--- src/verilog/memory_map_control_defines.svh ---
`ifndef MEMORY_MAP_CONTROL_DEFINES_SVH
`define MEMORY_MAP_CONTROL_DEFINES_SVH

// register offsets inside the relocatable register block
`define MMC_OFF_RAM_POSITION 6'h10
`define MMC_OFF_REG_POSITION 6'h11
`define MMC_OFF_EEPROM_POSITION 6'h12
`define MMC_OFF_MISC_CONTROL 6'h13
`define MMC_OFF_TEST_A 6'h14
`define MMC_OFF_TEST_B 6'h17
`define MMC_OFF_SIZE_A 6'h1c
`define MMC_OFF_SIZE_B 6'h1d
`define MMC_OFF_PAGE_INDEX 6'h30
`define MMC_OFF_PAGE_RESERVED 6'h31

// field positions
`define MMC_POS_BASE_HI 7
`define MMC_POS_BASE_LO 3
`define MMC_POS_REG_HI 6
`define MMC_POS_RAM_HIGH_ALIGN 0
`define MMC_POS_EEPROM_ENABLE 0
`define MMC_POS_STRETCH_HI 3
`define MMC_POS_STRETCH_LO 2
`define MMC_POS_HIGH_MAP_ONLY 1
`define MMC_POS_PROGRAM_ENABLE 0
`define MMC_POS_PAGE_HI 5

// reset values, fixed at integration
`define MMC_RST_RAM_POSITION 8'h09
`define MMC_RST_REG_POSITION 8'h00
`define MMC_RST_EEPROM_POSITION 8'h01
`define MMC_RST_MISC_CONTROL 8'h01
`define MMC_RST_PAGE_INDEX 8'h00

// register block decode: five base bits above an 11-bit window
`define MMC_BLOCK_LSB 11
`define MMC_OFFSET_WIDTH 6

`endif

--- src/verilog/memory_map_control_pkg.sv ---
package memory_map_control_pkg;

  typedef enum logic [2:0] {
    MODE_NORMAL_SINGLE = 3'h0,
    MODE_NORMAL_EXPANDED = 3'h1,
    MODE_EMULATION_SINGLE = 3'h2,
    MODE_EMULATION_EXPANDED = 3'h3,
    MODE_SPECIAL_SINGLE = 3'h4,
    MODE_SPECIAL_EXPANDED = 3'h5,
    MODE_PERIPHERAL = 3'h6
  } op_mode_t;

  typedef struct packed {
    logic [15:0] addr;
    logic [7:0] writeData;
    logic writeStrobe;
    logic readStrobe;
  } reg_request_t;

  typedef struct packed {
    logic registerSpaceSizeSwitch;
    logic [1:0] eepromSizeSwitch;
    logic [2:0] ramSizeSwitch;
    logic [1:0] programSizeSwitch;
    logic [1:0] pagingSplitSwitch;
  } size_switches_t;

  typedef struct packed {
    logic [4:0] ramBase;
    logic ramHighAlign;
    logic [4:0] registerSpaceBase;
    logic [4:0] eepromBase;
    logic eepromEnable;
    logic [1:0] externalStretch;
    logic programHighMapOnly;
    logic programMemoryEnable;
    logic [5:0] programPage;
  } memory_map_t;

endpackage

--- src/verilog/memory_map_control_regs.sv ---
// Functional notes
// - register block base follows the register-space position register
// - ram position bits 7..3 give the ram base upper five bits
// - ram high-align bit chooses low or high end of mappable space
// - ram position writes once in normal/emulation, freely in special modes
// - writes to position and misc registers take effect one cycle later
// - register space is 1K or 2K, placed on 2K boundaries below 32K
// - register position bits 6..3 with bit 7 zero form the base
// - register position writes once in normal/emulation, freely in special modes
// - eeprom position bits 7..3 give the eeprom base upper five bits
// - eeprom enable writable any time, maps or unmaps the eeprom
// - eeprom base bits free or write-once, chosen at integration
// - stretch field adds 0 to 3 bus cycles on external accesses
// - stretch has no effect in single chip and peripheral modes
// - stretch, high-map-only, program enable write once unless special mode
// - high-map-only blocks direct low-half program access, page window stays
// - program memory enable maps program memory when one
// - memory size registers read integration switches, writes ignored
// - register-space size switch reads 0 for 1K, 1 for 2K
//
// Decided for this implementation: the plain strobed port.
`timescale 1ns/10ps
`include "memory_map_control_defines.svh"

module memory_map_control_regs #(
  parameter bit EEPROM_BASE_WRITE_ONCE = 1'b0,
  parameter bit PAGE_WRITE_SPECIAL_ONLY = 1'b0
) (
  input wire logic clk,
  input wire logic reset_n,
  input wire memory_map_control_pkg::op_mode_t mode,
  input wire memory_map_control_pkg::size_switches_t sizeSwitches,
  input wire memory_map_control_pkg::reg_request_t request,
  output logic [7:0] readData,
  output memory_map_control_pkg::memory_map_t memoryMap
);

  typedef struct packed {
    logic [7:0] ramPosition;
    logic [7:0] registerSpacePosition;
    logic [7:0] eepromPosition;
    logic [7:0] miscControl;
    logic [7:0] pageIndex;
    logic ramWritten;
    logic registerWritten;
    logic eepromBaseWritten;
    logic miscWritten;
    logic [7:0] readData;
    memory_map_control_pkg::memory_map_t map;
  } state_t;

  state_t st;
  state_t next_st;
  logic special;
  logic noExternalBus;
  logic blockHit;
  logic [`MMC_OFFSET_WIDTH-1:0] offset;
  logic wrHit;
  logic rdHit;
  logic [7:0] sizeA;
  logic [7:0] sizeB;

  assign special = (mode == memory_map_control_pkg::MODE_SPECIAL_SINGLE) ||
                   (mode == memory_map_control_pkg::MODE_SPECIAL_EXPANDED) ||
                   (mode == memory_map_control_pkg::MODE_PERIPHERAL);
  assign noExternalBus = (mode == memory_map_control_pkg::MODE_NORMAL_SINGLE) ||
                         (mode == memory_map_control_pkg::MODE_EMULATION_SINGLE) ||
                         (mode == memory_map_control_pkg::MODE_SPECIAL_SINGLE) ||
                         (mode == memory_map_control_pkg::MODE_PERIPHERAL);

  // the whole block moves with the register-space base; only the first 64 bytes of the
  // 2K window are decoded, for a 1K space as for a 2K one
  assign blockHit = (request.addr[15:`MMC_BLOCK_LSB] == {1'b0,
                    st.registerSpacePosition[`MMC_POS_REG_HI:`MMC_POS_BASE_LO]}) &&
                    (request.addr[`MMC_BLOCK_LSB-1:`MMC_OFFSET_WIDTH] == '0);
  assign offset = request.addr[`MMC_OFFSET_WIDTH-1:0];
  assign wrHit = request.writeStrobe && blockHit;
  assign rdHit = request.readStrobe && blockHit;

  assign sizeA = {sizeSwitches.registerSpaceSizeSwitch, 1'b0, sizeSwitches.eepromSizeSwitch,
                  1'b0, sizeSwitches.ramSizeSwitch};
  assign sizeB = {sizeSwitches.programSizeSwitch, 4'h0, sizeSwitches.pagingSplitSwitch};

  always_comb begin
    next_st = st;
    next_st.readData = 8'h00;
    if (wrHit) begin
      if (offset == `MMC_OFF_RAM_POSITION) begin
        if (special || !st.ramWritten) begin
          next_st.ramPosition = {request.writeData[7:3], 2'b00, request.writeData[0]};
          next_st.ramWritten = 1'b1;
        end
      end else if (offset == `MMC_OFF_REG_POSITION) begin
        if (special || !st.registerWritten) begin
          next_st.registerSpacePosition = {1'b0, request.writeData[6:3], 3'b000};
          next_st.registerWritten = 1'b1;
        end
      end else if (offset == `MMC_OFF_EEPROM_POSITION) begin
        next_st.eepromPosition[`MMC_POS_EEPROM_ENABLE] = request.writeData[0];
        if (!EEPROM_BASE_WRITE_ONCE || special || !st.eepromBaseWritten) begin
          next_st.eepromPosition[7:3] = request.writeData[7:3];
          next_st.eepromBaseWritten = 1'b1;
        end
      end else if (offset == `MMC_OFF_MISC_CONTROL) begin
        // the three misc fields share the same rights, so one flag serves them
        if (special || !st.miscWritten) begin
          next_st.miscControl = {4'h0, request.writeData[3:0]};
          next_st.miscWritten = 1'b1;
        end
      end else if (offset == `MMC_OFF_PAGE_INDEX) begin
        if (!PAGE_WRITE_SPECIAL_ONLY || special) begin
          next_st.pageIndex = {2'b00, request.writeData[5:0]};
        end
      end
    end
    if (rdHit) begin
      if (offset == `MMC_OFF_RAM_POSITION) begin
        next_st.readData = st.ramPosition;
      end else if (offset == `MMC_OFF_REG_POSITION) begin
        next_st.readData = st.registerSpacePosition;
      end else if (offset == `MMC_OFF_EEPROM_POSITION) begin
        next_st.readData = st.eepromPosition;
      end else if (offset == `MMC_OFF_MISC_CONTROL) begin
        next_st.readData = st.miscControl;
      end else if (offset == `MMC_OFF_SIZE_A) begin
        next_st.readData = sizeA;
      end else if (offset == `MMC_OFF_SIZE_B) begin
        next_st.readData = sizeB;
      end else if (offset == `MMC_OFF_PAGE_INDEX) begin
        next_st.readData = st.pageIndex;
      end
    end
    // map outputs come from the next register values, so they change on the same edge as the registers
    next_st.map.ramBase = next_st.ramPosition[`MMC_POS_BASE_HI:`MMC_POS_BASE_LO];
    next_st.map.ramHighAlign = next_st.ramPosition[`MMC_POS_RAM_HIGH_ALIGN];
    next_st.map.registerSpaceBase = next_st.registerSpacePosition[`MMC_POS_BASE_HI:`MMC_POS_BASE_LO];
    next_st.map.eepromBase = next_st.eepromPosition[`MMC_POS_BASE_HI:`MMC_POS_BASE_LO];
    next_st.map.eepromEnable = next_st.eepromPosition[`MMC_POS_EEPROM_ENABLE];
    next_st.map.externalStretch = noExternalBus ? 2'b00 :
      next_st.miscControl[`MMC_POS_STRETCH_HI:`MMC_POS_STRETCH_LO];
    next_st.map.programHighMapOnly = next_st.miscControl[`MMC_POS_HIGH_MAP_ONLY];
    next_st.map.programMemoryEnable = next_st.miscControl[`MMC_POS_PROGRAM_ENABLE];
    next_st.map.programPage = next_st.pageIndex[`MMC_POS_PAGE_HI:0];
  end

  always_ff @(posedge clk or negedge reset_n) begin
    if (!reset_n) begin
      st <= '0;
      st.ramPosition <= `MMC_RST_RAM_POSITION;
      st.registerSpacePosition <= `MMC_RST_REG_POSITION;
      st.eepromPosition <= `MMC_RST_EEPROM_POSITION;
      st.miscControl <= `MMC_RST_MISC_CONTROL;
      st.pageIndex <= `MMC_RST_PAGE_INDEX;
      st.map.ramBase <= 5'(`MMC_RST_RAM_POSITION >> `MMC_POS_BASE_LO);
      st.map.ramHighAlign <= 1'(`MMC_RST_RAM_POSITION);
      st.map.registerSpaceBase <= 5'(`MMC_RST_REG_POSITION >> `MMC_POS_BASE_LO);
      st.map.eepromBase <= 5'(`MMC_RST_EEPROM_POSITION >> `MMC_POS_BASE_LO);
      st.map.eepromEnable <= 1'(`MMC_RST_EEPROM_POSITION);
      st.map.programHighMapOnly <= 1'(`MMC_RST_MISC_CONTROL >> `MMC_POS_HIGH_MAP_ONLY);
      st.map.programMemoryEnable <= 1'(`MMC_RST_MISC_CONTROL);
      st.map.programPage <= 6'(`MMC_RST_PAGE_INDEX);
    end else begin
      st <= next_st;
    end
  end

  assign readData = st.readData;
  assign memoryMap = st.map;

  logic [15:0] blockBase;
  assign blockBase = {1'b0, st.registerSpacePosition[6:3], 11'h000};

  logic [3:0] writtenFlags;
  assign writtenFlags = {st.ramWritten, st.registerWritten, st.eepromBaseWritten, st.miscWritten};
endmodule
--- config.mk ---
export PLATFORM = sky130hd
export DESIGN_NAME = memory_map_control_regs
export DESIGN_NICKNAME = d
export VERILOG_FILES = /design/src/verilog/memory_map_control_pkg.sv /design/src/verilog/memory_map_control_regs.sv
export VERILOG_INCLUDE_DIRS = /design/src /design/src/verilog
export SDC_FILE = /design/constraint.sdc
export NUM_CORES = 1
export LEC_CHECK = 0
export BUFFER_PORTS_ARGS = -buffer_cell sky130_fd_sc_hd__buf_2
export CORE_MARGIN = 8
export CORE_UTILIZATION = 50
export CTS_CLUSTER_SIZE = 25
export DETAILED_ROUTE_END_ITERATION = 7
export PLACE_DENSITY = 0.87
export SLEW_MARGIN = 5
export SYNTH_ARGS = -nofsm -noshare
export SYNTH_HDL_FRONTEND = slang
export SYNTH_SLANG_ARGS = --single-unit
--- constraint.sdc ---
create_clock -name clk -period 2.4 [get_ports clk]
set_input_delay 0.48 -clock clk [delete_from_list [all_inputs] [get_ports clk]]
set_output_delay 0.48 -clock clk [all_outputs]
set_load 0.01 [all_outputs]
==> report_table.html, run 1 <==
<table>
<tr><th>Metric</th><th>Value</th></tr>
<tr><th colspan="2">STA</th></tr>
<tr><td>Layout Skew</td><td>6.50 ps</td></tr>
<tr><td>Final period util</td><td>93.5%</td></tr>
<tr><td>Unrepaired setup endpoints after global routing</td><td>false</td></tr>
<tr><td>Count of final setup violators</td><td>0</td></tr>
<tr><td>Crit path time final</td><td>2240 ps</td></tr>
<tr><td>FMAX</td><td>446 MHz</td></tr>
<tr><td>Total negative setup slack</td><td>0 ps</td></tr>
<tr><td>Worst slew pin tran</td><td>approximately 850 ps</td></tr>
<tr><td>Max transition margin</td><td>between 40 and 50%</td></tr>
<tr><td>Slew Limit Fails</td><td>0</td></tr>
<tr><td>Setup ws final</td><td>approximately 160 ps</td></tr>
<tr><td>Final Hold Viols</td><td>0</td></tr>
<tr><th colspan="2">Synth</th></tr>
<tr><td>Syn_area_per_cell</td><td>11.6 um2</td></tr>
<tr><td>Summed instance area of the synthesized netlist</td><td>~0.0022 mm2</td></tr>
<tr><td>Count of flip-flops with a built-in enable after synthesis</td><td>0</td></tr>
<tr><td>Total of warnings raised by yosys</td><td>0</td></tr>
<tr><td>Leading cell types by count after synthesis</td><td>35 x buf_4, 35 x dfrtp_1, 18 x mux2_2, 15 x nand2_1</td></tr>
<tr><td>Synth top area cells</td><td>dfrtp_1 40%, buf_4 12%, mux2_2 9.3%</td></tr>
<tr><td>Number of instances in the synthesized netlist</td><td>~190</td></tr>
<tr><td>Share of synthesized flip-flops with an asynchronous set or reset</td><td>between 90% and 100%</td></tr>
<tr><td>Synth area leader</td><td>dfrtp_1</td></tr>
<tr><td>Distinct cell type count after synthesis</td><td>45</td></tr>
<tr><td>Primary flip-flop cell chosen by synthesis mapping</td><td>dfrtp_1</td></tr>
<tr><td>Synth top area share</td><td>40.0%</td></tr>
<tr><td>Fraction of the yosys area taken by sequential cells</td><td>44.8%</td></tr>
<tr><td>Yosys reg bits</td><td>39</td></tr>
<tr><td>Total nets after synthesis</td><td>230</td></tr>
<tr><th colspan="2">Pwr</th></tr>
<tr><td>Max VDD drop</td><td>between 200 and 250 uV</td></tr>
<tr><td>Total leakage power</td><td>1.32 nW</td></tr>
<tr><td>Total power per unit cell area</td><td>480 mW/mm2</td></tr>
<tr><td>Total power consumption of the routed design</td><td>1.20 mW</td></tr>
<tr><th colspan="2">Worst setup path</th></tr>
<tr><td>Startpoint of the worst setup timing path</td><td>blockBase[11]</td></tr>
<tr><td>Critical-path cell list</td><td>xor2_1, or4_4, or4b_4, a311oi_1</td></tr>
<tr><td>Required time worst endpoint</td><td>2580 ps</td></tr>
<tr><td>Crit Path Max Fanout</td><td>8</td></tr>
<tr><td>Crit path launch type</td><td>register</td></tr>
<tr><td>Worst setup path class</td><td>register to register</td></tr>
<tr><td>Crit-path slowest cell</td><td>or4b_4</td></tr>
<tr><td>Largest incremental delay on the critical path</td><td>640 ps</td></tr>
<tr><td>Critical path buffers and inverters</td><td>0</td></tr>
<tr><td>CP endpoint kind</td><td>register</td></tr>
<tr><td>CP delay by family, top</td><td>simple AND/OR/NAND/NOR gates</td></tr>
<tr><td>Worst setup slack for register-to-register paths</td><td>160 ps</td></tr>
<tr><td>R2R depth</td><td>4</td></tr>
<tr><td>Launch point of the worst reg-to-reg path</td><td>blockBase[11]</td></tr>
<tr><td>Reg-to-reg endpoint</td><td>readData[5]</td></tr>
<tr><td>Worst Path Arrival</td><td>2420 ps</td></tr>
<tr><th colspan="2">CTS</th></tr>
<tr><td>Clock tree from TritonCTS</td><td>built</td></tr>
<tr><td>Sink count of the clock tree</td><td>39</td></tr>
<tr><td>Clock network latency to the later pin of the worst-skew pair</td><td>290 ps</td></tr>
<tr><td>H-tree lvl count</td><td>2</td></tr>
<tr><td>Clock input transition at the sequential cells of the worst setup and hold paths</td><td>about 70 ps</td></tr>
<tr><td>Library cell used as clock root buffer</td><td>clkbuf_8</td></tr>
<tr><td>Clk buf depth</td><td>2</td></tr>
<tr><td>Number of resized instances in the post-cts repair step</td><td>0</td></tr>
<tr><td># Post-CTS Setup Buffers</td><td>0</td></tr>
<tr><td>TritonCTS buffer count</td><td>5</td></tr>
<tr><td>Hold buffers post-CTS</td><td>0</td></tr>
<tr><th colspan="2">Route</th></tr>
<tr><td>Initial drt markers</td><td>96</td></tr>
<tr><td>First-pass detailed-route iteration total</td><td>5</td></tr>
<tr><td>Post-route antenna net violation count</td><td>0</td></tr>
<tr><td>Post-route DRC</td><td>0</td></tr>
<tr><td>Drt wl/cell</td><td>18.5 um</td></tr>
<tr><td>Total routed wirelength</td><td>between 5000 and 6000 um</td></tr>
<tr><td>Vias after detailed routing</td><td>between 1,500 and 2,000</td></tr>
<tr><td>Vias/cell</td><td>5.61</td></tr>
<tr><th colspan="2">Place</th></tr>
<tr><td>HPWL after detailed placement</td><td>4300 um</td></tr>
<tr><td>Place WS</td><td>a little under 60 ps</td></tr>
<tr><td>Port-buffer cells</td><td>74</td></tr>
<tr><td>Final weighted congestion in routability-driven placement</td><td>0.922</td></tr>
<tr><td>Count of placed standard cells including taps</td><td>286</td></tr>
<tr><th colspan="2">Final layout</th></tr>
<tr><td>Antenna diode instance count</td><td>0</td></tr>
<tr><td>Final design utilization</td><td>58.4%</td></tr>
<tr><td>Final net count</td><td>between 200 and 300</td></tr>
<tr><td>Share of cells above drive strength 1</td><td>roughly 52%</td></tr>
<tr><td>Filler-free cell count of the finished design</td><td>294</td></tr>
<tr><td>Area growth from synthesis to layout</td><td>14.5%</td></tr>
<tr><th colspan="2">Floorplan</th></tr>
<tr><td>Vertical die dimension</td><td>82.2 um</td></tr>
<tr><td>Placement Rows</td><td>24</td></tr>
<tr><td>Number of I/O pins</td><td>between 70 and 80</td></tr>
<tr><td>Starting Density</td><td>51.0%</td></tr>
<tr><td>Placeable core region</td><td>0.00429 mm2</td></tr>
<tr><td>Area of the die</td><td>around 0.0068 mm2</td></tr>
<tr><td>Die X-Extent</td><td>82.2 um</td></tr>
<tr><th colspan="2">GRT</th></tr>
<tr><td>Maximum number of pins on one net before global-route repair</td><td>40</td></tr>
<tr><td>Global router's overall resource usage</td><td>~17%</td></tr>
<tr><td>Initial antenna violation count</td><td>0</td></tr>
<tr><td>Vias in the first global route</td><td>1,686</td></tr>
<tr><td>Wire length of the first global-routing pass</td><td>8540 um</td></tr>
<tr><td>Total global routing overflow</td><td>0</td></tr>
<tr><th colspan="2">Job</th></tr>
<tr><td>Number of max-cap violations</td><td>0</td></tr>
<tr><th colspan="2">Hold path</th></tr>
<tr><td>Class of the tightest hold or removal check</td><td>input pin to asynchronous set/reset pin</td></tr>
<tr><th colspan="2">Run status</th></tr>
<tr><td>Outcome</td><td>finished clean</td></tr>
</table>
-- cell usage in the layout (no fill, tap or decap), types with 4 or more instances in the layout --
master    netlist  final
a21o_1          4      4
a222oi_1        4      4
buf_2           0     74
buf_4          35     12
clkbuf_8        0      6
dfrtp_1        35     35
dfstp_2         4      4
mux2_1          8      8
mux2_2         18     18
nand2_1        15     15
nor2_1          8      8
nor3_1          6      6
-- power breakdown --
part / total [mW] / leakage (nW) / switching (mW) / internal, mW
combinational: 0.0929 / 0.740 / 0.0551 / 0.0378
clock: 0.452 / 0.0482 / 0.221 / 0.232
sequential: 0.658 / 0.530 / 0.000172 / 0.657
-- metal layers --
metal	share of wire (%)	wire length, um	global-route usage, %
met1	40	2190	20.8
met2	47	2570	25.2
met3	9.8	533	4.87
met4	2.8	155	9.47
met5	0	0	0
-- flip-flops by register name, summed over array words and instances, names as in the netlist --
signal / count
readData: 8
blockBase: 4
memoryMap: 10
st: 17
-- layout make-up --
cell class / instances / area (um2)
tap: 52 / 65.1
timing repair buffer: 86 / 460
sequential: 39 / 981
fill: 365 / 1790
clock inverter: 1 / 5.00
multi-input combinational: 107 / 901
inverter: 2 / 7.51
clock buffer: 7 / 86.3
-- worst max-delay path by stage --
stage | slack (ps) | endpoint | cells past startpoint
floorplan | 220 | memoryMap[23] | 4
global placement | 60 | memoryMap[23] | 6
detailed placement | 60 | memoryMap[23] | 5
CTS | 160 | memoryMap[23] | 4
global route | 100 | memoryMap[23] | 4
finish | 160 | readData[5] | 4
-- through the flow --
stage | hold WS, ps | area (um2)
after CTS | 322 | 2510
after detailed placement | 444 | 2410
final | 292 | 2510
after global routing | 360 | 2510
after floorplan | 184 | 2190
after global placement | 432 | 2410
-- cell families (layout without fill, tap and decap cells) --
group / after synthesis / count (layout) / synth area share [%]
multiplexers: 29 / 29 / 14.7
AO/OA/AOI/OAI: 26 / 26 / 10.7
AND/OR/NAND/NOR: 47 / 47 / 13.9
other: 1 / 1 / 0.171
buffers and inverters: 43 / 96 / 14.1
flip-flops: 39 / 39 / 44.8
XOR/XNOR: 4 / 4 / 1.60
(Power assumes the default switching activity.)
==> run 2, diff against run 1 <==
--- a/config.mk
+++ b/config.mk
@@ -7,4 +7,5 @@
 export NUM_CORES = 1
 export LEC_CHECK = 0
+export ABC_AREA = 1
 export BUFFER_PORTS_ARGS = -buffer_cell sky130_fd_sc_hd__buf_2
 export CORE_MARGIN = 8
@@ -12,5 +13,5 @@
 export CTS_CLUSTER_SIZE = 25
 export DETAILED_ROUTE_END_ITERATION = 7
-export PLACE_DENSITY = 0.87
+export PLACE_DENSITY = 0.84
 export SLEW_MARGIN = 5
 export SYNTH_ARGS = -nofsm -noshare
==> constraint.sdc (replaced) <==
create_clock -name clk -period 2.4 [get_ports clk]
set_input_delay 0.48 -clock clk [delete_from_list [all_inputs] [get_ports clk]]
set_output_delay 0.48 -clock clk [all_outputs]
set_load 0.1 [all_outputs]
==> run 2 against run 1 <==
  * Register-to-register slack improved by 390 ps
  * Synthesized cell count rose by 77%
  * Final cell count rose by 52%
  * Largest power group unchanged
  * Highest routed layer unchanged
==> report_table.html, run 2 <==
<table>
<tr><th>Metric</th><th>Value</th></tr>
<tr><th colspan="2">Synth</th></tr>
<tr><td>Primary flip-flop cell chosen by synthesis mapping</td><td>dfrtp_1</td></tr>
<tr><td>Yosys reg bits</td><td>39 (unchanged)</td></tr>
<tr><td>Leading cell types by count after synthesis</td><td>128 x nand2_1, 37 x buf_4, 35 x dfrtp_1, 31 x inv_1, 23 x nor2_1</td></tr>
<tr><td>Synth area leader</td><td>dfrtp_1</td></tr>
<tr><td>Share of synthesized flip-flops with an asynchronous set or reset</td><td>100% (unchanged)</td></tr>
<tr><td>Dominant cell by count in the synthesized netlist</td><td>nand2_1</td></tr>
<tr><td>Number of instances in the synthesized netlist</td><td>335 (+77%)</td></tr>
<tr><td>Fraction of the yosys area taken by sequential cells</td><td>40.3% (-4.5 points)</td></tr>
<tr><td>Summed instance area of the synthesized netlist</td><td>0.00243 mm2 (+11%)</td></tr>
<tr><td>Syn_area_per_cell</td><td>7.26 um2 (-37%)</td></tr>
<tr><td>Total of warnings raised by yosys</td><td>0 (unchanged)</td></tr>
<tr><td>Distinct cell type count after synthesis</td><td>24 (-47%)</td></tr>
<tr><td>Synth top area cells</td><td>dfrtp_1 36%, nand2_1 20%, buf_4 11%</td></tr>
<tr><td>Synth top area share</td><td>36.0% (-4.0 points)</td></tr>
<tr><td>Total nets after synthesis</td><td>376 (+63%)</td></tr>
<tr><td>Count of flip-flops with a built-in enable after synthesis</td><td>0 (unchanged)</td></tr>
<tr><th colspan="2">Floorplan</th></tr>
<tr><td>Placement Rows</td><td>25 (+4.2%)</td></tr>
<tr><td>Die X-Extent</td><td>85.8 um (+4.4%)</td></tr>
<tr><td>Starting Density</td><td>51.5% (+0.53 points)</td></tr>
<tr><td>Area of the die</td><td>0.00736 mm2 (+8.9%)</td></tr>
<tr><td>Number of I/O pins</td><td>76 (unchanged)</td></tr>
<tr><td>Placeable core region</td><td>0.00472 mm2 (+10%)</td></tr>
<tr><td>Vertical die dimension</td><td>85.8 um (+4.4%)</td></tr>
<tr><th colspan="2">GRT</th></tr>
<tr><td>Vias in the first global route</td><td>2,110 (+25%)</td></tr>
<tr><td>Initial antenna violation count</td><td>0 (unchanged)</td></tr>
<tr><td>Total global routing overflow</td><td>0 (unchanged)</td></tr>
<tr><td>Wire length of the first global-routing pass</td><td>10,000 um (+17%)</td></tr>
<tr><td>Global router's overall resource usage</td><td>17.2% (+0.59 points)</td></tr>
<tr><td>Maximum number of pins on one net before global-route repair</td><td>40 (unchanged)</td></tr>
<tr><th colspan="2">Final layout</th></tr>
<tr><td>Most frequent standard cell in the layout excluding fill and tap cells</td><td>nand2_1</td></tr>
<tr><td>Commonest cells after routing, fill and taps aside</td><td>128 x nand2_1, 74 x buf_2, 35 x dfrtp_1, 31 x inv_1, 23 x nor2_1</td></tr>
<tr><td>Max FFs per register</td><td>17 (unchanged)</td></tr>
<tr><td>Final design utilization</td><td>57.5% (-0.91 points)</td></tr>
<tr><td>Antenna diode instance count</td><td>0 (unchanged)</td></tr>
<tr><td>Final net count</td><td>419 (+49%)</td></tr>
<tr><td>Area of combinational cells with multiple inputs</td><td>0.00102 mm2 (+13%)</td></tr>
<tr><td>Area growth from synthesis to layout</td><td>11.5%</td></tr>
<tr><td>Sequential Area</td><td>981 um2 (unchanged)</td></tr>
<tr><td>Total of fill cells in the finished design</td><td>446 (+22%)</td></tr>
<tr><td>Share of cells above drive strength 1</td><td>29.3% (-22 points)</td></tr>
<tr><td>Register with the most flip-flops</td><td>st</td></tr>
<tr><th colspan="2">Worst setup path</th></tr>
<tr><td>Library cell appearing most often on the critical path</td><td>nand2_1</td></tr>
<tr><td>Required time worst endpoint</td><td>2580 ps (about the same)</td></tr>
<tr><td>Crit Path Max Fanout</td><td>11 (+3)</td></tr>
<tr><td>Crit-path slowest cell</td><td>dfrtp_1</td></tr>
<tr><td>Worst Path Arrival</td><td>2040 ps (-380 ps)</td></tr>
<tr><td>Critical-path cell list</td><td>inv_1, nand2_1, nand2_1, nor2_2, nand3_1, nor2_2, nand2_1, nand2_1, nand2_1</td></tr>
<tr><td>Critical path buffers and inverters</td><td>1 (+1)</td></tr>
<tr><td>Worst setup path class</td><td>register to register</td></tr>
<tr><td>CP endpoint kind</td><td>register</td></tr>
<tr><td>Crit path launch type</td><td>register</td></tr>
<tr><td>CP delay by family, top</td><td>simple AND/OR/NAND/NOR gates</td></tr>
<tr><td>Largest incremental delay on the critical path</td><td>430 ps (-210 ps)</td></tr>
<tr><th colspan="2">STA</th></tr>
<tr><td>Final period util</td><td>77.4% (-16 points)</td></tr>
<tr><td>Count of final setup violators</td><td>0 (unchanged)</td></tr>
<tr><td>Layout Skew</td><td>10.5 ps (+3.95 ps)</td></tr>
<tr><td>Max transition margin</td><td>43.4% (-0.063 points)</td></tr>
<tr><td>Total negative setup slack</td><td>0 ps (unchanged)</td></tr>
<tr><td>Setup ws final</td><td>543 ps (+387 ps)</td></tr>
<tr><td>Crit path time final</td><td>1860 ps (-387 ps)</td></tr>
<tr><td>Final Hold Viols</td><td>0 (unchanged)</td></tr>
<tr><td>Worst slew pin tran</td><td>850 ps (+0.949 ps)</td></tr>
<tr><td>Slew Limit Fails</td><td>0 (unchanged)</td></tr>
<tr><td>Unrepaired setup endpoints after global routing</td><td>false</td></tr>
<tr><td>Min Hold Slack</td><td>293 ps (+0.142 ps)</td></tr>
<tr><td>FMAX</td><td>538 MHz (+21%)</td></tr>
<tr><th colspan="2">CTS</th></tr>
<tr><td>Clk buf depth</td><td>2 (unchanged)</td></tr>
<tr><td>Sink count of the clock tree</td><td>39 (unchanged)</td></tr>
<tr><td>Hold buffers post-CTS</td><td>0 (unchanged)</td></tr>
<tr><td>Clock input transition at the sequential cells of the worst setup and hold paths</td><td>80 ps (about the same)</td></tr>
<tr><td>Clock tree from TritonCTS</td><td>built</td></tr>
<tr><td># Post-CTS Setup Buffers</td><td>0 (unchanged)</td></tr>
<tr><td>H-tree lvl count</td><td>2 (unchanged)</td></tr>
<tr><td>Library cell used as clock root buffer</td><td>clkbuf_8</td></tr>
<tr><td>Number of resized instances in the post-cts repair step</td><td>0 (unchanged)</td></tr>
<tr><td>TritonCTS buffer count</td><td>5 (unchanged)</td></tr>
<tr><td>Clock network latency to the later pin of the worst-skew pair</td><td>300 ps (about the same)</td></tr>
<tr><th colspan="2">Pwr</th></tr>
<tr><td>Max VDD drop</td><td>603 uV (+150%)</td></tr>
<tr><td>Total power per unit cell area</td><td>490 mW/mm2 (+2.2%)</td></tr>
<tr><td>Total leakage power</td><td>1.58 nW (+20%)</td></tr>
<tr><th colspan="2">Hold path</th></tr>
<tr><td>Class of the tightest hold or removal check</td><td>input pin to asynchronous set/reset pin</td></tr>
<tr><th colspan="2">Place</th></tr>
<tr><td>Final weighted congestion in routability-driven placement</td><td>0.897 (-2.7%)</td></tr>
<tr><td>Port-buffer cells</td><td>74 (unchanged)</td></tr>
<tr><td>HPWL after detailed placement</td><td>5000 um (+16%)</td></tr>
<tr><td>Place WS</td><td>454 ps (+397 ps)</td></tr>
<tr><th colspan="2">Run status</th></tr>
<tr><td>Outcome</td><td>finished clean</td></tr>
<tr><th colspan="2">Job</th></tr>
<tr><td>Number of max-cap violations</td><td>0 (unchanged)</td></tr>
<tr><th colspan="2">Route</th></tr>
<tr><td>Post-route antenna net violation count</td><td>0 (unchanged)</td></tr>
<tr><td>First-pass detailed-route iteration total</td><td>4 (-1)</td></tr>
<tr><td>Vias/cell</td><td>4.92 (-12%)</td></tr>
<tr><td>Post-route DRC</td><td>0 (unchanged)</td></tr>
<tr><td>Total routed wirelength</td><td>6250 um (+15%)</td></tr>
<tr><td>Drt wl/cell</td><td>14.0 um (-24%)</td></tr>
<tr><td>Vias after detailed routing</td><td>2,196 (+33%)</td></tr>
<tr><td>Initial drt markers</td><td>160 (+67%)</td></tr>
</table>
## run 2: routing by layer
metal | global-route usage, % | wire, um
met1 | 20.4 | 2530
met2 | 28.7 | 3070
met3 | 4.58 | 556
met4 | 7.17 | 93
met5 | 0 | 0
## run 2: metrics by stage
stage	total power, mW	std cells	cell area [um2]
global route	1.37	446	2710
CTS	1.33	446	2710
floorplan	0.729	335	2430
global placement	0.792	438	2600
detailed placement	0.794	438	2600
finish	1.33	446	2710
## run 2: power by group
part	internal (mW)	total [mW]	leakage [nW]	switching [mW]
logic	0.0376	0.123	1.02	0.0858
clock network	0.310	0.549	0.0581	0.240
registers	0.658	0.658	0.507	0.000270
## run 2: cell type report
| class | count | area share [%] |
|---|---|---|
| multi-input combinational | 220 | 37.5 |
| clock buffer | 5 | 2.54 |
| inverter | 37 | 5.16 |
| timing repair buffer | 75 | 13.9 |
| sequential | 39 | 36.1 |
| clock inverter | 3 | 1.61 |
| tap | 67 | 3.09 |
## run 2: final timing paths
path                          startpoint             to  slack, ps  depth (start not counted)
setup / recovery           blockBase[11]         st[40]        540                          9
hold / removal                   reset_n  memoryMap[13]        290                          1
setup reg to reg           blockBase[11]         st[40]        540                          9
hold reg to reg                   st[37]         st[37]        460                          2
max in group asynchronous        reset_n  blockBase[12]       1570                          1
min in group clk              request[3]         st[40]        410                          3
## run 2: logic make-up after synthesis
logic type             Yosys count  share of synthesized area [%]
AO/OA/AOI/OAI                   15                           3.24
buffers and inverters           76                           17.8
flip-flops                      39                           40.3
other                            1                          0.154
AND/OR/NAND/NOR                204                           38.5
